File: src/hw/sir_consts.vh
// Constants shared by the inquiry responder and its data table.
// Assumes inclusion by bare name from files under hw/.
`ifndef SIR_CONSTS_VH
`define SIR_CONSTS_VH

// Command block layout, six bytes with the opcode first.
`define SIR_OP_INQUIRY 8'h12
`define SIR_CDB_LAST 3'h5
`define SIR_CDB_OPC 3'h0
`define SIR_CDB_ALLOC 3'h4
`define SIR_CDB_RSV_LO 3'h1
`define SIR_CDB_RSV_HI 3'h3

// Structure size: a header of five bytes plus the additional length.
`define SIR_HDR_LEN 6'h05
`define SIR_ADD_LEN 8'h2C
`define SIR_STRUCT_LEN 6'h31
`define SIR_STRUCT_LEN8 8'h31

// Fixed byte values of the identification structure.
`define SIR_DEV_TYPE 8'h06
`define SIR_VERSION 8'h02
`define SIR_RESP_FMT 8'h02
`define SIR_GRP0_MARK 8'h00
`define SIR_MAP_00 8'h90
`define SIR_MAP_08 8'h00
`define SIR_MAP_10 8'h27
`define SIR_MAP_18 8'h34
`define SIR_GRP1_MARK 8'h01
`define SIR_MAP_20 8'h08
`define SIR_MAP_28 8'hA0
`define SIR_MAP_30 8'h08
`define SIR_MAP_38 8'h00
`define SIR_END_MARK 8'hFF
`define SIR_RSVD_BYTE 8'h00

// Byte positions inside the structure.
`define SIR_B_TYPE 6'h00
`define SIR_B_VER 6'h02
`define SIR_B_FMT 6'h03
`define SIR_B_ALEN 6'h04
`define SIR_B_VEND 6'h08
`define SIR_B_PROD 6'h10
`define SIR_B_REV 6'h20
`define SIR_B_G0 6'h26
`define SIR_B_G1 6'h2B
`define SIR_B_END 6'h30

// Default identification strings; the values are arbitrary.
`define SIR_VEND_DEF 64'h56454E444F522020
`define SIR_PROD_DEF 128'h464C41544245442053434E4E45522020
`define SIR_REV_DEF 32'h312E3020

`endif

File: src/hw/sir_inquiry_responder.v
// Inquiry command handler of a scanner target: takes a six-byte command
// block, and for the inquiry opcode streams the identification structure.
// Assumes the command bytes and the data sink run on CLK, so no input
// needs synchronising; bus phases are handled by the target controller.
//
// Operation
// - Opcode 12h in command byte 0 selects the inquiry command.
// - A zero transfer length returns no bytes and is no error.
// - Stop after the transfer length or the full structure, whichever smaller.
// - Structure is five header bytes plus 44 more, sent from byte 0 up.
// - Byte 0 carries scanner device type 06h.
// - Byte 2 version and byte 3 response format both read 02h.
// - Byte 4 holds 2Ch, never cut to the transfer length.
// - Bytes 8-15 vendor, 16-31 product, 32-35 revision, space padded ASCII.
// - Reserved fields are zero in command and in the returned bytes; a non-zero command byte 1-3 still gets an answer and only sets RSVD_NZ.
// - Byte 38 holds group marker 0 ahead of the group zero bitmap.
// - Each bitmap byte: lowest opcode at bit 7, set when supported.
// - Bitmap for opcodes 00h-07h reads 90h.
// - Byte 40, bitmap for opcodes 08h-0Fh, reads zero.
// - Bitmap for opcodes 10h-17h reads 27h.
// - Bitmap for opcodes 18h-1Fh reads 34h.
// - Byte 43 holds group marker 1 ahead of bytes 44 to 47.
// - Byte 44, bitmap for opcodes 20h-27h, reads 08h.
// - Byte 45, bitmap for opcodes 28h-2Fh, reads A0h.
// - Byte 46, bitmap for opcodes 30h-37h, reads 08h.
// - Byte 47, bitmap for opcodes 38h-3Fh, reads zero.
// - Byte 48 is the terminator FFh.
`timescale 1ns/10ps
`default_nettype none
`include "sir_consts.vh"

module sir_inquiry_responder (
    input wire CLK,
    input wire RST,
    input wire CDB_VALID,
    input wire [7:0] CDB_BYTE,
    output reg CDB_READY,
    input wire ABORT,
    output reg [7:0] DOUT,
    output reg DOUT_VALID,
    input wire DOUT_READY,
    output reg CMD_DONE,
    output reg CMD_OTHER,
    output reg RSVD_NZ,
    output reg BUSY,
    output reg [5:0] SENT_COUNT
);

    // One-hot states of the command sequencer.
    localparam [4:0] ST_CDB = 5'h01;
    localparam [4:0] ST_EVAL = 5'h02;
    localparam [4:0] ST_SEND = 5'h04;
    localparam [4:0] ST_END = 5'h08;
    localparam [4:0] ST_PASS = 5'h10;

    // Sequencer state and the captured command fields.
    reg [4:0] state_r;
    reg [4:0] state_nxt;
    reg [2:0] cdb_idx_r;
    reg [2:0] cdb_idx_nxt;
    reg [7:0] opcode_r;
    reg [7:0] opcode_nxt;
    reg [7:0] alloc_r;
    reg [7:0] alloc_nxt;
    reg rsvd_r;
    reg rsvd_nxt;

    // Transfer bookkeeping.
    reg [5:0] limit_r;
    reg [5:0] limit_nxt;
    reg [5:0] idx_r;
    reg [5:0] idx_nxt;

    // Next values of the registered outputs.
    reg [7:0] dout_nxt;
    reg dout_valid_nxt;
    reg cdb_ready_nxt;
    reg cmd_done_nxt;
    reg cmd_other_nxt;
    reg rsvd_nz_nxt;
    reg busy_nxt;
    reg [5:0] sent_nxt;

    // Table lookup address and the byte it returns.
    reg [5:0] rom_addr;
    wire [7:0] rom_data;

    // Handshake terms on both sides of the block.
    wire cdb_take = CDB_VALID & CDB_READY;
    wire out_take = DOUT_VALID & DOUT_READY;

    // The structure never exceeds 49 bytes, so the smaller of the request
    // and the full size is the number of bytes this command will send.
    wire [5:0] limit_calc = (alloc_r >= `SIR_STRUCT_LEN8) ?
        `SIR_STRUCT_LEN : alloc_r[5:0];

    // A reserved command byte that is not zero; the block still answers,
    // but reports it so the controller may choose to reject the command.
    wire cdb_rsvd_hit = (cdb_idx_r >= `SIR_CDB_RSV_LO) &&
        (cdb_idx_r <= `SIR_CDB_RSV_HI) && (CDB_BYTE != 8'h00);

    // Index of the byte that follows the one now presented.
    wire [5:0] idx_inc = idx_r + 6'h01;

    // The final accepted byte of this transfer.
    wire last_out = (idx_inc == limit_r);

    // The structure table, looked up by byte number.
    sir_table u_table (
        .addr(rom_addr),
        .data(rom_data)
    );

    // Table address: byte 0 when a transfer starts, else the next byte.
    // Presenting the address from registers keeps the lookup off any
    // loop through the ready input.
    always @* begin
        rom_addr = 6'h00;
        if (state_r == ST_SEND) begin
            rom_addr = idx_inc;
        end
    end

    // Command sequencer: collect the block, decide, stream, finish.
    always @* begin
        state_nxt = state_r;
        cdb_idx_nxt = cdb_idx_r;
        opcode_nxt = opcode_r;
        alloc_nxt = alloc_r;
        rsvd_nxt = rsvd_r;
        limit_nxt = limit_r;
        idx_nxt = idx_r;
        dout_nxt = DOUT;
        dout_valid_nxt = DOUT_VALID;
        sent_nxt = SENT_COUNT;
        cmd_other_nxt = 1'b0;
        case (state_r)
            ST_CDB: begin
                // Bytes arrive in order; each field is caught by position.
                if (cdb_take) begin
                    if (cdb_idx_r == `SIR_CDB_OPC) begin
                        opcode_nxt = CDB_BYTE;
                        rsvd_nxt = 1'b0;
                    end
                    if (cdb_idx_r == `SIR_CDB_ALLOC) begin
                        alloc_nxt = CDB_BYTE;
                    end
                    if (cdb_rsvd_hit) begin
                        rsvd_nxt = 1'b1;
                    end
                    if (cdb_idx_r == `SIR_CDB_LAST) begin
                        cdb_idx_nxt = 3'h0;
                        state_nxt = ST_EVAL;
                    end else begin
                        cdb_idx_nxt = cdb_idx_r + 3'h1;
                    end
                end
            end
            ST_EVAL: begin
                // Only the inquiry opcode is served here; any other
                // command is handed back to the controller at once.
                if (opcode_r != `SIR_OP_INQUIRY) begin
                    state_nxt = ST_PASS;
                    cmd_other_nxt = 1'b1;
                end else if (alloc_r == 8'h00) begin
                    // Nothing to send, yet the command completes cleanly.
                    state_nxt = ST_END;
                    sent_nxt = 6'h00;
                end else begin
                    state_nxt = ST_SEND;
                    limit_nxt = limit_calc;
                    idx_nxt = 6'h00;
                    dout_nxt = rom_data;
                    dout_valid_nxt = 1'b1;
                    sent_nxt = 6'h00;
                end
            end
            ST_SEND: begin
                // One byte leaves per accepted handshake, in byte order.
                if (out_take) begin
                    sent_nxt = SENT_COUNT + 6'h01;
                    if (last_out) begin
                        dout_valid_nxt = 1'b0;
                        state_nxt = ST_END;
                    end else begin
                        idx_nxt = idx_inc;
                        dout_nxt = rom_data;
                    end
                end
            end
            ST_END: begin
                state_nxt = ST_CDB;
            end
            ST_PASS: begin
                state_nxt = ST_CDB;
            end
            default: begin
                state_nxt = ST_CDB;
                dout_valid_nxt = 1'b0;
            end
        endcase
        // An abort from the controller drops any command at once; the
        // partial count stays visible for the controller's status.
        if (ABORT) begin
            state_nxt = ST_CDB;
            cdb_idx_nxt = 3'h0;
            dout_valid_nxt = 1'b0;
            cmd_other_nxt = 1'b0;
        end
    end

    // Flags that follow the next state and the next reserved flag, so each output is a flip-flop.
    always @* begin
        cdb_ready_nxt = (state_nxt == ST_CDB);
        cmd_done_nxt = (state_nxt == ST_END);
        busy_nxt = (state_nxt != ST_CDB);
        rsvd_nz_nxt = rsvd_nxt;
    end

    // Sequencer registers.
    always @(posedge CLK or posedge RST) begin
        if (RST) begin
            state_r <= ST_CDB;
            cdb_idx_r <= 3'h0;
            opcode_r <= 8'h00;
            alloc_r <= 8'h00;
            rsvd_r <= 1'b0;
            limit_r <= 6'h00;
            idx_r <= 6'h00;
        end else begin
            state_r <= state_nxt;
            cdb_idx_r <= cdb_idx_nxt;
            opcode_r <= opcode_nxt;
            alloc_r <= alloc_nxt;
            rsvd_r <= rsvd_nxt;
            limit_r <= limit_nxt;
            idx_r <= idx_nxt;
        end
    end

    // Output registers; ready is high from the first edge after reset.
    always @(posedge CLK or posedge RST) begin
        if (RST) begin
            CDB_READY <= 1'b0;
            DOUT <= 8'h00;
            DOUT_VALID <= 1'b0;
            CMD_DONE <= 1'b0;
            CMD_OTHER <= 1'b0;
            RSVD_NZ <= 1'b0;
            BUSY <= 1'b0;
            SENT_COUNT <= 6'h00;
        end else begin
            CDB_READY <= cdb_ready_nxt;
            DOUT <= dout_nxt;
            DOUT_VALID <= dout_valid_nxt;
            CMD_DONE <= cmd_done_nxt;
            CMD_OTHER <= cmd_other_nxt;
            RSVD_NZ <= rsvd_nz_nxt;
            BUSY <= busy_nxt;
            SENT_COUNT <= sent_nxt;
        end
    end

endmodule
`default_nettype wire

File: src/hw/sir_table.v
// Byte table of the 49-byte identification structure, indexed by byte.
// Assumes a registered consumer; the lookup itself is combinational.
`timescale 1ns/10ps
`default_nettype none
`include "sir_consts.vh"

module sir_table #(
    parameter [63:0] VEND_ID = `SIR_VEND_DEF,
    parameter [127:0] PROD_ID = `SIR_PROD_DEF,
    parameter [31:0] REV_ID = `SIR_REV_DEF
) (
    input wire [5:0] addr,
    output reg [7:0] data
);

    wire [5:0] vend_rel = addr - `SIR_B_VEND;
    wire [5:0] prod_rel = addr - `SIR_B_PROD;
    wire [5:0] rev_rel = addr - `SIR_B_REV;
    wire [63:0] vend_sh = VEND_ID << {vend_rel[2:0], 3'h0};
    wire [127:0] prod_sh = PROD_ID << {prod_rel[3:0], 3'h0};
    wire [31:0] rev_sh = REV_ID << {rev_rel[1:0], 3'h0};

    // Strings leave most significant byte first, so shifting left walks them.
    always @* begin
        data = `SIR_RSVD_BYTE;
        if (addr >= `SIR_B_VEND && addr < `SIR_B_PROD) begin
            data = vend_sh[63:56];
        end else if (addr >= `SIR_B_PROD && addr < `SIR_B_REV) begin
            data = prod_sh[127:120];
        end else if (addr >= `SIR_B_REV && addr < `SIR_B_REV + 6'h04) begin
            data = rev_sh[31:24];
        end else begin
            case (addr)
                `SIR_B_TYPE: data = `SIR_DEV_TYPE;
                `SIR_B_VER: data = `SIR_VERSION;
                `SIR_B_FMT: data = `SIR_RESP_FMT;
                `SIR_B_ALEN: data = `SIR_ADD_LEN;
                `SIR_B_G0: data = `SIR_GRP0_MARK;
                6'h27: data = `SIR_MAP_00;
                6'h28: data = `SIR_MAP_08;
                6'h29: data = `SIR_MAP_10;
                6'h2A: data = `SIR_MAP_18;
                `SIR_B_G1: data = `SIR_GRP1_MARK;
                6'h2C: data = `SIR_MAP_20;
                6'h2D: data = `SIR_MAP_28;
                6'h2E: data = `SIR_MAP_30;
                6'h2F: data = `SIR_MAP_38;
                `SIR_B_END: data = `SIR_END_MARK;
                default: data = `SIR_RSVD_BYTE;
            endcase
        end
    end

endmodule
`default_nettype wire
File: config.mk
export PLATFORM = sky130hd
export DESIGN_NAME = sir_inquiry_responder
export DESIGN_NICKNAME = d
export VERILOG_FILES = /design/src/hw/sir_inquiry_responder.v /design/src/hw/sir_table.v
export VERILOG_INCLUDE_DIRS = /design/src /design/src/hw
export SDC_FILE = /design/constraint.sdc
export NUM_CORES = 1
export LEC_CHECK = 0
export ABC_AREA = 1
export BUFFER_PORTS_ARGS = -buffer_cell sky130_fd_sc_hd__buf_2
export CORE_MARGIN = 3
export CORE_UTILIZATION = 59
export DETAILED_ROUTE_END_ITERATION = 12
export PLACE_DENSITY = 0.84
export RECOVER_POWER = 50
export SKIP_CTS_REPAIR_TIMING = 1
export SLEW_MARGIN = 15
export SYNTH_ARGS = -nofsm -noshare
export SYNTH_HDL_FRONTEND = slang
export SYNTH_SLANG_ARGS = --single-unit
File: constraint.sdc
create_clock -name CLK -period 2.47 [get_ports CLK]
set_input_delay 0.494 -clock CLK [delete_from_list [all_inputs] [get_ports CLK]]
set_output_delay 0.494 -clock CLK [all_outputs]
set_load 0.05 [all_outputs]
; ---- Word level (Yosys, flattened, before mapping)
; Memory sizes are Yosys's and may differ from the RTL's.
; Cells that the tools add are included.
[word_totals]
register_bits = 56
rom_bits = 512
inputBits = 13
out_inout_bits = 20
word_cells = 120
n_memories = 1
[classes]
n_addsub = 6
n_lt_le_gt_ge = 9
eq_ne = 21
shifts = 3
muxes = 41
bitwise = 4
n_reduce_logical = 21
[mem_list]
columns = name, depth, word_bits, read_ports, rd_ports_with_merged_regs, write_ports, line_no
row1 = (name not given), 64, 8, 1, 0, 0, sir_table.v:33  ; case (addr)
[op_table]
columns = cell, n
row1 = $shl A127 B7 Y128 const A, 1
row2 = $shl A63 B6 Y64 const A, 1
row3 = $mux W8, 7
row4 = $mux W6, 8
row5 = $shl A30 B5 Y32 const A, 1
row6 = $mux W5, 6
row7 = $pmux W6 S2, 2
row8 = $pmux W8 S2, 1
row9 = $pmux W5 S3, 1
row10 = $reduce_and A3 Y1, 5
row11 = $add A6 B1 Y6 const B, 2
row12 = $lt A6 B6 Y1 const B, 2
row13 = $mux W3, 4
row14 = $ne A3 B3 Y1 const B, 4
row15 = $eq A5 B1 Y1 const B, 2
row16 = $eq A5 B4 Y1 const B, 2
row17 = $mux W1, 10
row18 = $reduce_and A5 Y1, 2
row19 = $ge A8 B6 Y1 const B, 1
row20 = $logic_not A8 Y1, 1
row21 = $ne A2 B2 Y1 const B, 4
row22 = $ne A8 B5 Y1 const B, 1
row23 = $reduce_bool A2 Y1, 4
row24 = $reduce_bool A8 Y1, 1
row25 = 25 further kinds, 32

; ---- Depth between registers and ports, before layout
; Gate-level depths: netlist of the first run.
[depth]
ltp_word = 10
depth_mapped = 17
depth_no_buf = 17

; ---- Hierarchy
; Synthesis of the first run repeated with hierarchy kept, for this count alone.
[hier_totals]
hier_cells = 471
hier_area_um2 = 3450.8
[by_module_without_submodules]
columns = mod, n_inst, cells_each, area_per_inst_um2, seq_area_each_um2
row1 = sir_inquiry_responder, 1, 358, 2845.2, 1402.6
row2 = sir_table, 1, 113, 605.6, 0.0

; ---- Worst setup path after synthesis of the first run
; Ideal clock, no wire load.
[synth_path]
kind = flip-flop to flip-flop
startpoint = register idx_r[1]
endpoint = register DOUT[5]
setup_ns = 0.118
arrival_ns = 1.929
t_required_ns = 2.352
path_slack_ns = 0.424
stages_incl_launch_ff = 16
path_buffers = 0
period_less_slack_ns = 2.046
path_cell_list = dfrtp_1 > ha_1 > inv_1 > nor2_1 > inv_1 > ha_1 > nand2_2 > nor2_2 > nand2_1 > nand2_1 > nand2_1 > nand2_1 > nand2_1 > nand2_1 > nand2_1 > nand2_1
[synth_between]
elab_chain_cells = 10
elab_cells_between_ends = 29
classes_between = add/sub: 4 / order compare: 6 / eq/ne: 2 / shift: 3 / mux: 9 / reduce/logical: 4 / memory: 1
[synth_lines]
columns = element, line_no
row1 = from (decl), sir_inquiry_responder.v:71  ; reg [5:0] idx_r;
row2 = from (signal assigned), sir_inquiry_responder.v:237  ; idx_r <= idx_nxt;
row3 = $add A6 B1 Y6 (*), sir_inquiry_responder.v:103  ; wire [5:0] idx_inc = idx_r + 6'h01;
row4 = branches (longest 9 deep; another with $sub A4 B1 Y4), n/a
row5 = to (signal assigned), sir_inquiry_responder.v:254  ; DOUT <= dout_nxt;
row6 = to (decl), sir_inquiry_responder.v:39  ; output reg [7:0] DOUT,
; Every way passes the cells marked *. The select of a mux whose other input is x is not followed.
; A chain may end at the register's enable or synchronous reset.

; ---- Worst setup path in the final report of the first run
[layout_path]
startpoint = register idx_r[1]
endpoint = register DOUT[3]
; Same word-level chain as after synthesis.

==> results of run 1 <==
==> synth_stat cells <==
cell type and number:
or2_2 1, nand2_4 1, clkbuf_1 1, inv_1 60, nand4_2 1, nand3_1 28
xnor2_1 1, a31oi_1 2, inv_2 4, o211ai_1 3, nand2_1 120, o21ai_2 1
nand4_1 13, nor4_1 1, dfstp_2 1, ha_1 9, inv_4 1, nand2_2 12
dfrtp_1 55, o21ai_1 13, xor2_1 2, nand3_4 2, nor2_4 5, a21oi_1 9
buf_4 2, nor3_1 6, nor2_8 1, buf_6 3, nor2_1 52, o41ai_1 2
buf_2 1, nor2_2 8, nor3_2 3, nor3b_1 2, nand3_2 2, o21ai_0 28
==> worst max path at each step <==
stage / start / depth (start not counted) / slack (ps) / end
2_1_floorplan: idx_r[1] / 15 / 420 / DOUT[5]
3_3_place_gp: state_r[0] / 16 / 350 / DOUT[5]
3_5_place_dp: idx_r[1] / 12 / 310 / DOUT[3]
4_1_cts: idx_r[1] / 12 / 270 / DOUT[3]
5_1_grt: idx_r[1] / 13 / 90 / DOUT[2]
6_report: idx_r[1] / 13 / 280 / DOUT[3]
==> power groups by stage <==
stage / clock (mW) / combinational (mW) / sequential [mW]
after floorplan: 0 / 0.123 / 1.02
after global placement: 0 / 0.179 / 1.01
after detailed placement: 0 / 0.185 / 1.01
after CTS: 0.625 / 0.186 / 0.997
after global routing: 0.671 / 0.211 / 1.00
final: 0.616 / 0.178 / 0.998
==> kinds of logic after synthesis <==
logic type / count (synthesis)
simple gates: 258
flops: 56
fa+ha+maj: 9
compound gates: 58
xor+xnor: 3
buf+inv: 72
==> placed cells by master, fill, tap and decap left out, types with 5 or more instances in the layout <==
master and instances:
inv_1 60, clkbuf_1 7, nor2_2 8, nand2_2 11
buf_4 5, o21ai_0 28, dfrtp_1 55, o21ai_1 13
nor2_1 52, nand4_1 14, nand2_1 121, buf_2 25
clkbuf_8 5, nand3_1 28, ha_1 9, a21oi_1 9
nor3_1 7, nor2_4 5
==> routing by layer <==
layer / wire length [um] / vias to the layer above / track usage [%]
met1: 3470 / 1386 / 32.1
li1: - / 1533 / -
met2: 3730 / 62 / 43.9
met5: 0 / - / 0
met3: 269 / 11 / 3.84
met4: 131 / 0 / 7.81
==> cell type report <==
type                    instances  area, um2
multi-input cells             328       1670
fillers                       470       1620
flip-flops and latches         56       1400
inverters                      65        246
repair buffers                 38        194
well taps                      70       87.6
clock buffers                   5       68.8
clock inverters                 3       47.5
==> through the flow <==
stage	cells	hold slack [ps]	util (%)
5_1_grt	565	449	69.7
4_1_cts	565	240	70.4
3_5_place_dp	557	461	68.2
6_report	565	377	69.7
2_1_floorplan	456	454	-
3_3_place_gp	557	457	68.2
==> flip-flops by register name, indices dropped and copies added, names as in the netlist, 3 cells and up <==
register and cells:
DOUT 8, SENT_COUNT 6, alloc_r 8, cdb_idx_r 3, idx_r 6, limit_r 6
opcode_r 8, state_r 5
==> worst max-delay path, cell delays in order, from the launching register on <==
cell and delay (ps):
dfrtp_1 450, ha_1 250, nand3_1 80, nand2_1 50, nand2_1 190, inv_1 60
nand2_1 60, nand3_1 110, nor2_4 150, nand3_4 110, nand2_2 310, inv_4 80
nor2_1 120, nor2_1 50
==> run metrics, run 1 <==
worst setup margin=284 ps; TritonRoute pass-1 iters=4; Die ar.=6700 um2; half-perimeter wire length after detailed placement=5710 um; htree depth=2; simple-gate share of the synthesized area=36.4%; Seq pwr share=55.7%; antenna cells=0; total number of vias=2992; pre-CTS setup slack=305 ps; CTS root buf=clkbuf_8; Global Route Usage Sum=25.2%; fin area=approximately 3700 um2; Total Neg Setup Slack=0 ps; antenna violations before repair=0; multiplexer share of the synthesized area=0%; TritonCTS buffer count=5; Synth Area in XOR/XNOR=less than 1%; Worst R2R End=DOUT[3]; RSZ-0062 raised after global routing=no; Setup violations, final=0; DRC=0; Rel. slew slack=36.7%; maximum fanout along the worst path=20; Worst R2R Path Depth=13; Final Routed Wirelength=7600 um; Clk Latency, worst-skew pair=310 ps; share of layout cells above drive strength 1=16.0%; largest family of logic cells by synthesized area=simple AND/OR/NAND/NOR gates; Seq/Total Area, Yosys=41.4%; I/O pin count=33; Buffers on Ports=32; Syn Inst Count=roughly 460; Die X=between 80 and 90 um; synth-to-layout area growth=9.63%; Setup CP Type=flip-flop to flip-flop; Final ANT Viol Nets=0; FF+latch count, synth=56; CTS clk-pin slew, worst paths=110 ps; cell-internal power=1.33 mW; Unique masters post-synth=36; top cell type by total area after synthesis=dfrtp_1; GP Congestion=approximately 1.0; max_cap viols=0; Final Power=roughly 1.8 mW; Comb power frac=9.9%; min cycle time layout=2190 ps; WP data required=around 2700 ps; clock skew=8.82 ps; CP Launch Type=flip-flop; Max Freq=around 460 MHz; grt total ovfl=0; routed vias/inst=5.30; Setup crit end kind=flip-flop; Sink Count=56; Initial Util=a little under two thirds; Synth top area share=40.6%; Nets=between 500 and 600; Post-Syn Nets=478; YS warnings=0; period utilisation layout=88.5%; pwr dens=just under 500 nW/um2; die height=81.8 um; core footprint=around 5300 um2; Max VDD drop=0.000402 V; syn avg cell area=around 7.4 um2; vias in the first global route=slightly below 3000; Synth Area in Adders=3.32%; net switching fraction of the power=roughly 26%; first-pass GRT wire length=13000 um; crit path DAT=2400 ps; Final Hold Viols=0; Bufs on Longest Clock Path=2; Synth Area in Compound Gates=9.18%; FF-to-FF Start=idx_r[1]; hold crit path type=input port to asynchronous set/reset pin; Leak Pwr=1.90 nW; largest net degree at the start of global routing=33; wire per inst=13.4 um; TritonCTS clock tree=done; outcome=completed; clock network fraction of total power=between 30 and 40%; Post-Syn Area=3390 um2; leading post-synthesis cells by cell area=dfrtp_1 41%, nand2_1 13%, inv_1 6.6%, nor2_1 5.8%, nand3_1 4.1%; NetSw=between 0.4 and 0.5 mW; DR iter-0 viols=175; dpl cell area=around 3600 um2; num rows=26; worst slew pin tran=approximately 950 ps; flop-to-flop setup slack=280 ps; fin. max-slew vios=0
Note: power is estimated with default switching activity, not from simulation.
==> run 2, diff against run 1 <==
BUFFER_PORTS_ARGS = -buffer_cell sky130_fd_sc_hd__buf_4   (was -buffer_cell sky130_fd_sc_hd__buf_2)
==> run 2 against run 1 <==
Combinational power increased by 6%. Sequential share of layout area decreased by 0.50 points. Sequential power about the same. Critical path type unchanged. Critical endpoint is now DOUT[2]. Largest cell class unchanged.
==> run metrics, run 2 (synthesis results as in run 1) <==
TritonRoute pass-1 iters=4 (unchanged); placed insts=558 (+0.18%); GP Congestion=1.01 (-3.7%); period utilisation layout=90.3% (+1.7 points); Final Routed Wirelength=7710 um (+1.5%); fin cells=566 (+0.18%); Total Neg Setup Slack=0 ps (unchanged); min cycle time layout=2230 ps (+43.1 ps); TritonCTS buffer count=5 (unchanged); Max Freq=449 MHz (-1.9%); maximum fanout along the worst path=20 (unchanged); Die X=81.8 um (unchanged); Worst Setup SP=idx_r[1]; fin. max-slew vios=0 (unchanged); CTS root buf=clkbuf_8; antenna violations before repair=0 (unchanged); worst slew pin tran=961 ps (+12.9 ps); half-perimeter wire length after detailed placement=6000 um (+5.1%); routed vias/inst=5.41 (+2.2%); Final Hold Viols=0 (unchanged); clock skew=7.50 ps (-1.32 ps); Leak Pwr=1.91 nW (+0.35%); Sink Count=56 (unchanged); I/O pin count=33 (unchanged); CP Launch Type=flip-flop; Max VDD drop=0.000580 V (+44%); flop-to-flop setup slack=240 ps (-40 ps); hold crit path type=input port to flip-flop; area of the multi-input gates=1680 um2 (+0.30%); num rows=26 (unchanged); Global Route Usage Sum=25.4% (+0.22 points); Worst R2R End=DOUT[2]; biggest regs=DOUT (8), alloc_r (8), opcode_r (8); Clk Latency, worst-skew pair=310 ps (about the same); fill count=463 (-1.5%); first-pass GRT wire length=13200 um (+1.2%); last element of the critical path=DOUT[2]; Rel. slew slack=35.8% (-0.86 points); WP data required=2680 ps (about the same); die height=81.8 um (unchanged); wire per inst=13.6 um (+1.3%); commonest cells after routing, fill and taps aside=121 x nand2_1, 60 x inv_1, 55 x dfrtp_1; Setup violations, final=0 (unchanged); FF-to-FF Start=idx_r[1]; core footprint=5340 um2 (unchanged); max_cap viols=0 (unchanged); Bufs on Longest Clock Path=2 (unchanged); storage element area=1400 um2 (unchanged); htree depth=2 (unchanged); Worst R2R Path Depth=12 (-1); Setup CP Type=flip-flop to flip-flop; outcome=completed; TritonCTS clock tree=done; Die ar.=6700 um2 (unchanged); share of layout cells above drive strength 1=16.3% (+0.37 points); Initial Util=63.6% (unchanged); Buffers on Ports=32 (unchanged); Nets=517 (+0.19%); RSZ-0062 raised after global routing=no; most common cell after layout, fill and taps aside=nand2_1; crit path DAT=2440 ps (+40 ps); pwr dens=452 nW/um2 (-6.3%); Final ANT Viol Nets=0 (unchanged); largest net degree at the start of global routing=33 (unchanged); grt total ovfl=0 (unchanged); DRC=0 (unchanged); vias in the first global route=2905 (-0.14%); CTS clk-pin slew, worst paths=110 ps (about the same); antenna cells=0 (unchanged); Final Util=70.6% (+0.94 points); total number of vias=3062 (+2.3%); synth-to-layout area growth=11.1%; Setup crit end kind=flip-flop; DR iter-0 viols=165 (-5.7%)
[run 2: cell count changes in the layout (fill, tap and decap cells not counted), sizes merged]
cell,delta
clkbuf,+1
bufinv,-1
inv,+1
[run 2: through the flow]
step	hold slack (ps)	instance area [um2]	setup slack (ps)	power, mW
finish	384	3770	241	1.70
global route	391	3770	65.9	1.80
CTS	251	3820	264	1.73
detailed placement	470	3730	287	1.21
global placement	465	3730	360	1.20
floorplan	454	3390	424	1.14
[run 2: per-layer routing]
metal  vias to the layer above  GRT usage, %  wire length, um
met3                        14          3.51              368
li1                       1537             -                -
met5                         -             0                0
met4                         0          6.98              129
met2                        94          46.2             3920
met1                      1417          31.3             3290
[run 2: worst max-delay path: stages, from the launching register on]
cell     delay [ps]
dfrtp_1         450
ha_1            250
inv_1            70
nand2_1          60
nand2_2         160
xor2_1          210
nand2_2          90
nor2_4          160
nand3_4         110
nand2_2         320
inv_4            80
nor2_1          100
nor2_1           60
[run 2: area by class of cell]
class,count,area share (%)
Sequential cell,56,37.2
Inverter,65,6.54
Timing Repair Buffer,39,7.01
Clock buffer,5,1.83
Tap cell,70,2.32
Clock inverter,3,0.598
Multi-Input combinational cell,328,44.5
[run 2: worst min path at each step]
| stage | to | slack (ps) | startpoint | cells past startpoint |
|---|---|---|---|---|
| 6_report | state_r[2] | 380 | ABORT | 2 |
| 5_1_grt | state_r[2] | 390 | ABORT | 2 |
| 4_1_cts | CMD_DONE | 250 | RST | 2 |
| 3_5_place_dp | RSVD_NZ | 470 | RSVD_NZ | 2 |
| 3_3_place_gp | DOUT[0] | 460 | DOUT[0] | 2 |
| 2_1_floorplan | alloc_r[7] | 450 | alloc_r[7] | 2 |
[run 2: power breakdown]
part | switching, mW | internal (mW)
clock network | 0.314 | 0.204
logic | 0.124 | 0.0634
registers | 0.0309 | 0.966
total | 0.469 | 1.23
==> run 3, diff against run 2 <==
CORE_MARGIN = 4   (was 3)
==> run 3 against run 2 <==
Combinational power is essentially flat. Worst hold slack lost 8.9 ps. Sequential power is essentially flat. Global-route usage shrank 2.0 points. Non-clock buffer count shrank 1. Clock skew grew 3.8 ps. Final cell count grew 0.18%. Largest power group unchanged.
==> run metrics, run 3 (synthesis results as in run 1) <==
antenna cells=0 (unchanged); Total Neg Setup Slack=0 ps (unchanged); num rows=27 (+3.8%); Setup crit end kind=flip-flop; first-pass GRT wire length=13600 um (+2.9%); hold slack=375 ps (-8.94 ps); maximum fanout along the worst path=9 (-55%); routed vias/inst=5.43 (+0.38%); Nets=516 (-0.19%); clock skew=11.3 ps (+3.78 ps); WP data required=2730 ps (+50 ps); htree depth=2 (unchanged); fill count=492 (+6.3%); TritonCTS buffer count=5 (unchanged); Buffers on Ports=32 (unchanged); share of layout cells above drive strength 1=16.4% (+0.033 points); Met3 Routed Length=328 um (-11%); grt total ovfl=0 (unchanged); core footprint=5540 um2 (+3.8%); Initial Util=61.2% (-2.4 points); most common cell after layout, fill and taps aside=nand2_1; Setup violations, final=0 (unchanged); total number of vias=3079 (+0.56%); Final Routed Wirelength=7760 um (+0.70%); Worst R2R End=DOUT[5]; Rel. slew slack=37.2% (+1.4 points); flop-to-flop setup slack=200 ps (-40 ps); largest net degree at the start of global routing=33 (unchanged); DR iter-0 viols=172 (+4.2%); fin. max-slew vios=0 (unchanged); worst slew pin tran=941 ps (-20.8 ps); biggest regs=DOUT (8), alloc_r (8), opcode_r (8); antenna violations before repair=0 (unchanged); die height=83.8 um (+2.4%); FF-to-FF Start=idx_r[0]; wire per inst=13.7 um (+0.52%); Final ANT Viol Nets=0 (unchanged); Die ar.=7030 um2 (+4.9%); min cycle time layout=2270 ps (+40.9 ps); I/O pin count=33 (unchanged); Metal-1 WL=3280 um (-0.18%); Global Route Usage Sum=23.4% (-2.0 points); Leak Pwr=1.90 nW (-0.48%); Worst R2R Path Depth=15 (+3); RSZ-0062 raised after global routing=no; dpl cell area=3720 um2 (-0.13%); half-perimeter wire length after detailed placement=5960 um (-0.73%); pwr dens=459 nW/um2 (+1.6%); TritonCTS clock tree=done; CP Launch Type=flip-flop; crit path DAT=2530 ps (+90 ps); fin area=3780 um2 (+0.23%); Final Hold Viols=0 (unchanged); Setup CP Type=flip-flop to flip-flop; Max Freq=440 MHz (-1.8%); met2 WL post-DR=3890 um (-0.79%); DRC=0 (unchanged); GP Congestion=0.996 (-1.3%); Max VDD drop=0.000401 V (-31%); CTS root buf=clkbuf_8; vias in the first global route=3024 (+4.1%); Max Used Layer=met4; commonest cells after routing, fill and taps aside=121 x nand2_1, 60 x inv_1, 54 x dfrtp_1; period utilisation layout=91.9% (+1.7 points); Clk Latency, worst-skew pair=320 ps (about the same); Die X=83.8 um (+2.4%); TritonRoute pass-1 iters=4 (unchanged); Sink Count=56 (unchanged); outcome=completed; CTS clk-pin slew, worst paths=100 ps (about the same); max_cap viols=0 (unchanged); synth-to-layout area growth=11.4%; hold crit path type=input port to asynchronous set/reset pin; Bufs on Longest Clock Path=2 (unchanged)
## run 3: cell count changes in the layout (fill, tap and decap cells not counted)
cell      delta
buf_4        -2
clkbuf_1     +1
clkbuf_8     +1
clkinv_2     -1
clkinv_4     -1
dfrtp_1      -1
dfrtp_2      +1
ha_1         -1
ha_2         +1
inv_6        +1
nand2_2      -1
nand2_4      +1
## run 3: cell type report
class	instances	area [um2]	share of cell area, %
Clock buffer	6	82.6	2.19
Clock inverter	2	17.5	0.464
Inverter	65	246	6.53
Multi-Input combinational cell	328	1680	44.6
Sequential cell	56	1400	37.2
Tap cell	72	90.1	2.38
Timing Repair Buffer	38	253	6.69
## run 3: layer usage
layer | vias to the layer above | track usage, %
met1 | 1432 | 27.5
met3 | 23 | 3.85
met5 | - | 0
met4 | 0 | 10.2
li1 | 1535 | -
met2 | 89 | 41.9
## run 3: worst max-delay path: stages, from the launching register on
cell     delay (ps)
dfrtp_2         490
ha_1            360
inv_1           120
nor2_1           70
inv_1           130
ha_2            250
inv_1            50
nor2_1          170
nand2_1          70
nor2_1          190
nor2_1           80
nand2_1          60
nand2_1          40
nand2_1          50
nand2_1          50
nand2_1          50
## run 3: report_power, final
part,internal [mW],leakage (nW),total [mW],switching (mW)
Sequential,0.966,0.754,0.998,0.0315
Combinational,0.0634,1.09,0.190,0.127
Clock,0.235,0.0522,0.547,0.312
Total,1.26,1.90,1.73,0.470
## run 3: worst max path at each step
stage              from       to  depth (start not counted)
6_report       idx_r[0]  DOUT[5]                         15
5_1_grt        idx_r[0]  DOUT[1]                         13
4_1_cts        idx_r[0]  DOUT[2]                         12
3_5_place_dp   idx_r[0]  DOUT[2]                         12
3_3_place_gp   idx_r[0]  DOUT[2]                         13
2_1_floorplan  idx_r[1]  DOUT[5]                         15
## run 3: through the flow
step	setup WS, ps	utilization, %	cells	power [mW]
after floorplan	424	-	456	1.14
after global placement	257	67.2	559	1.20
after detailed placement	182	67.2	559	1.21
after CTS	152	69.0	567	1.76
after global routing	9.73	68.2	567	1.83
final	200	68.2	567	1.73
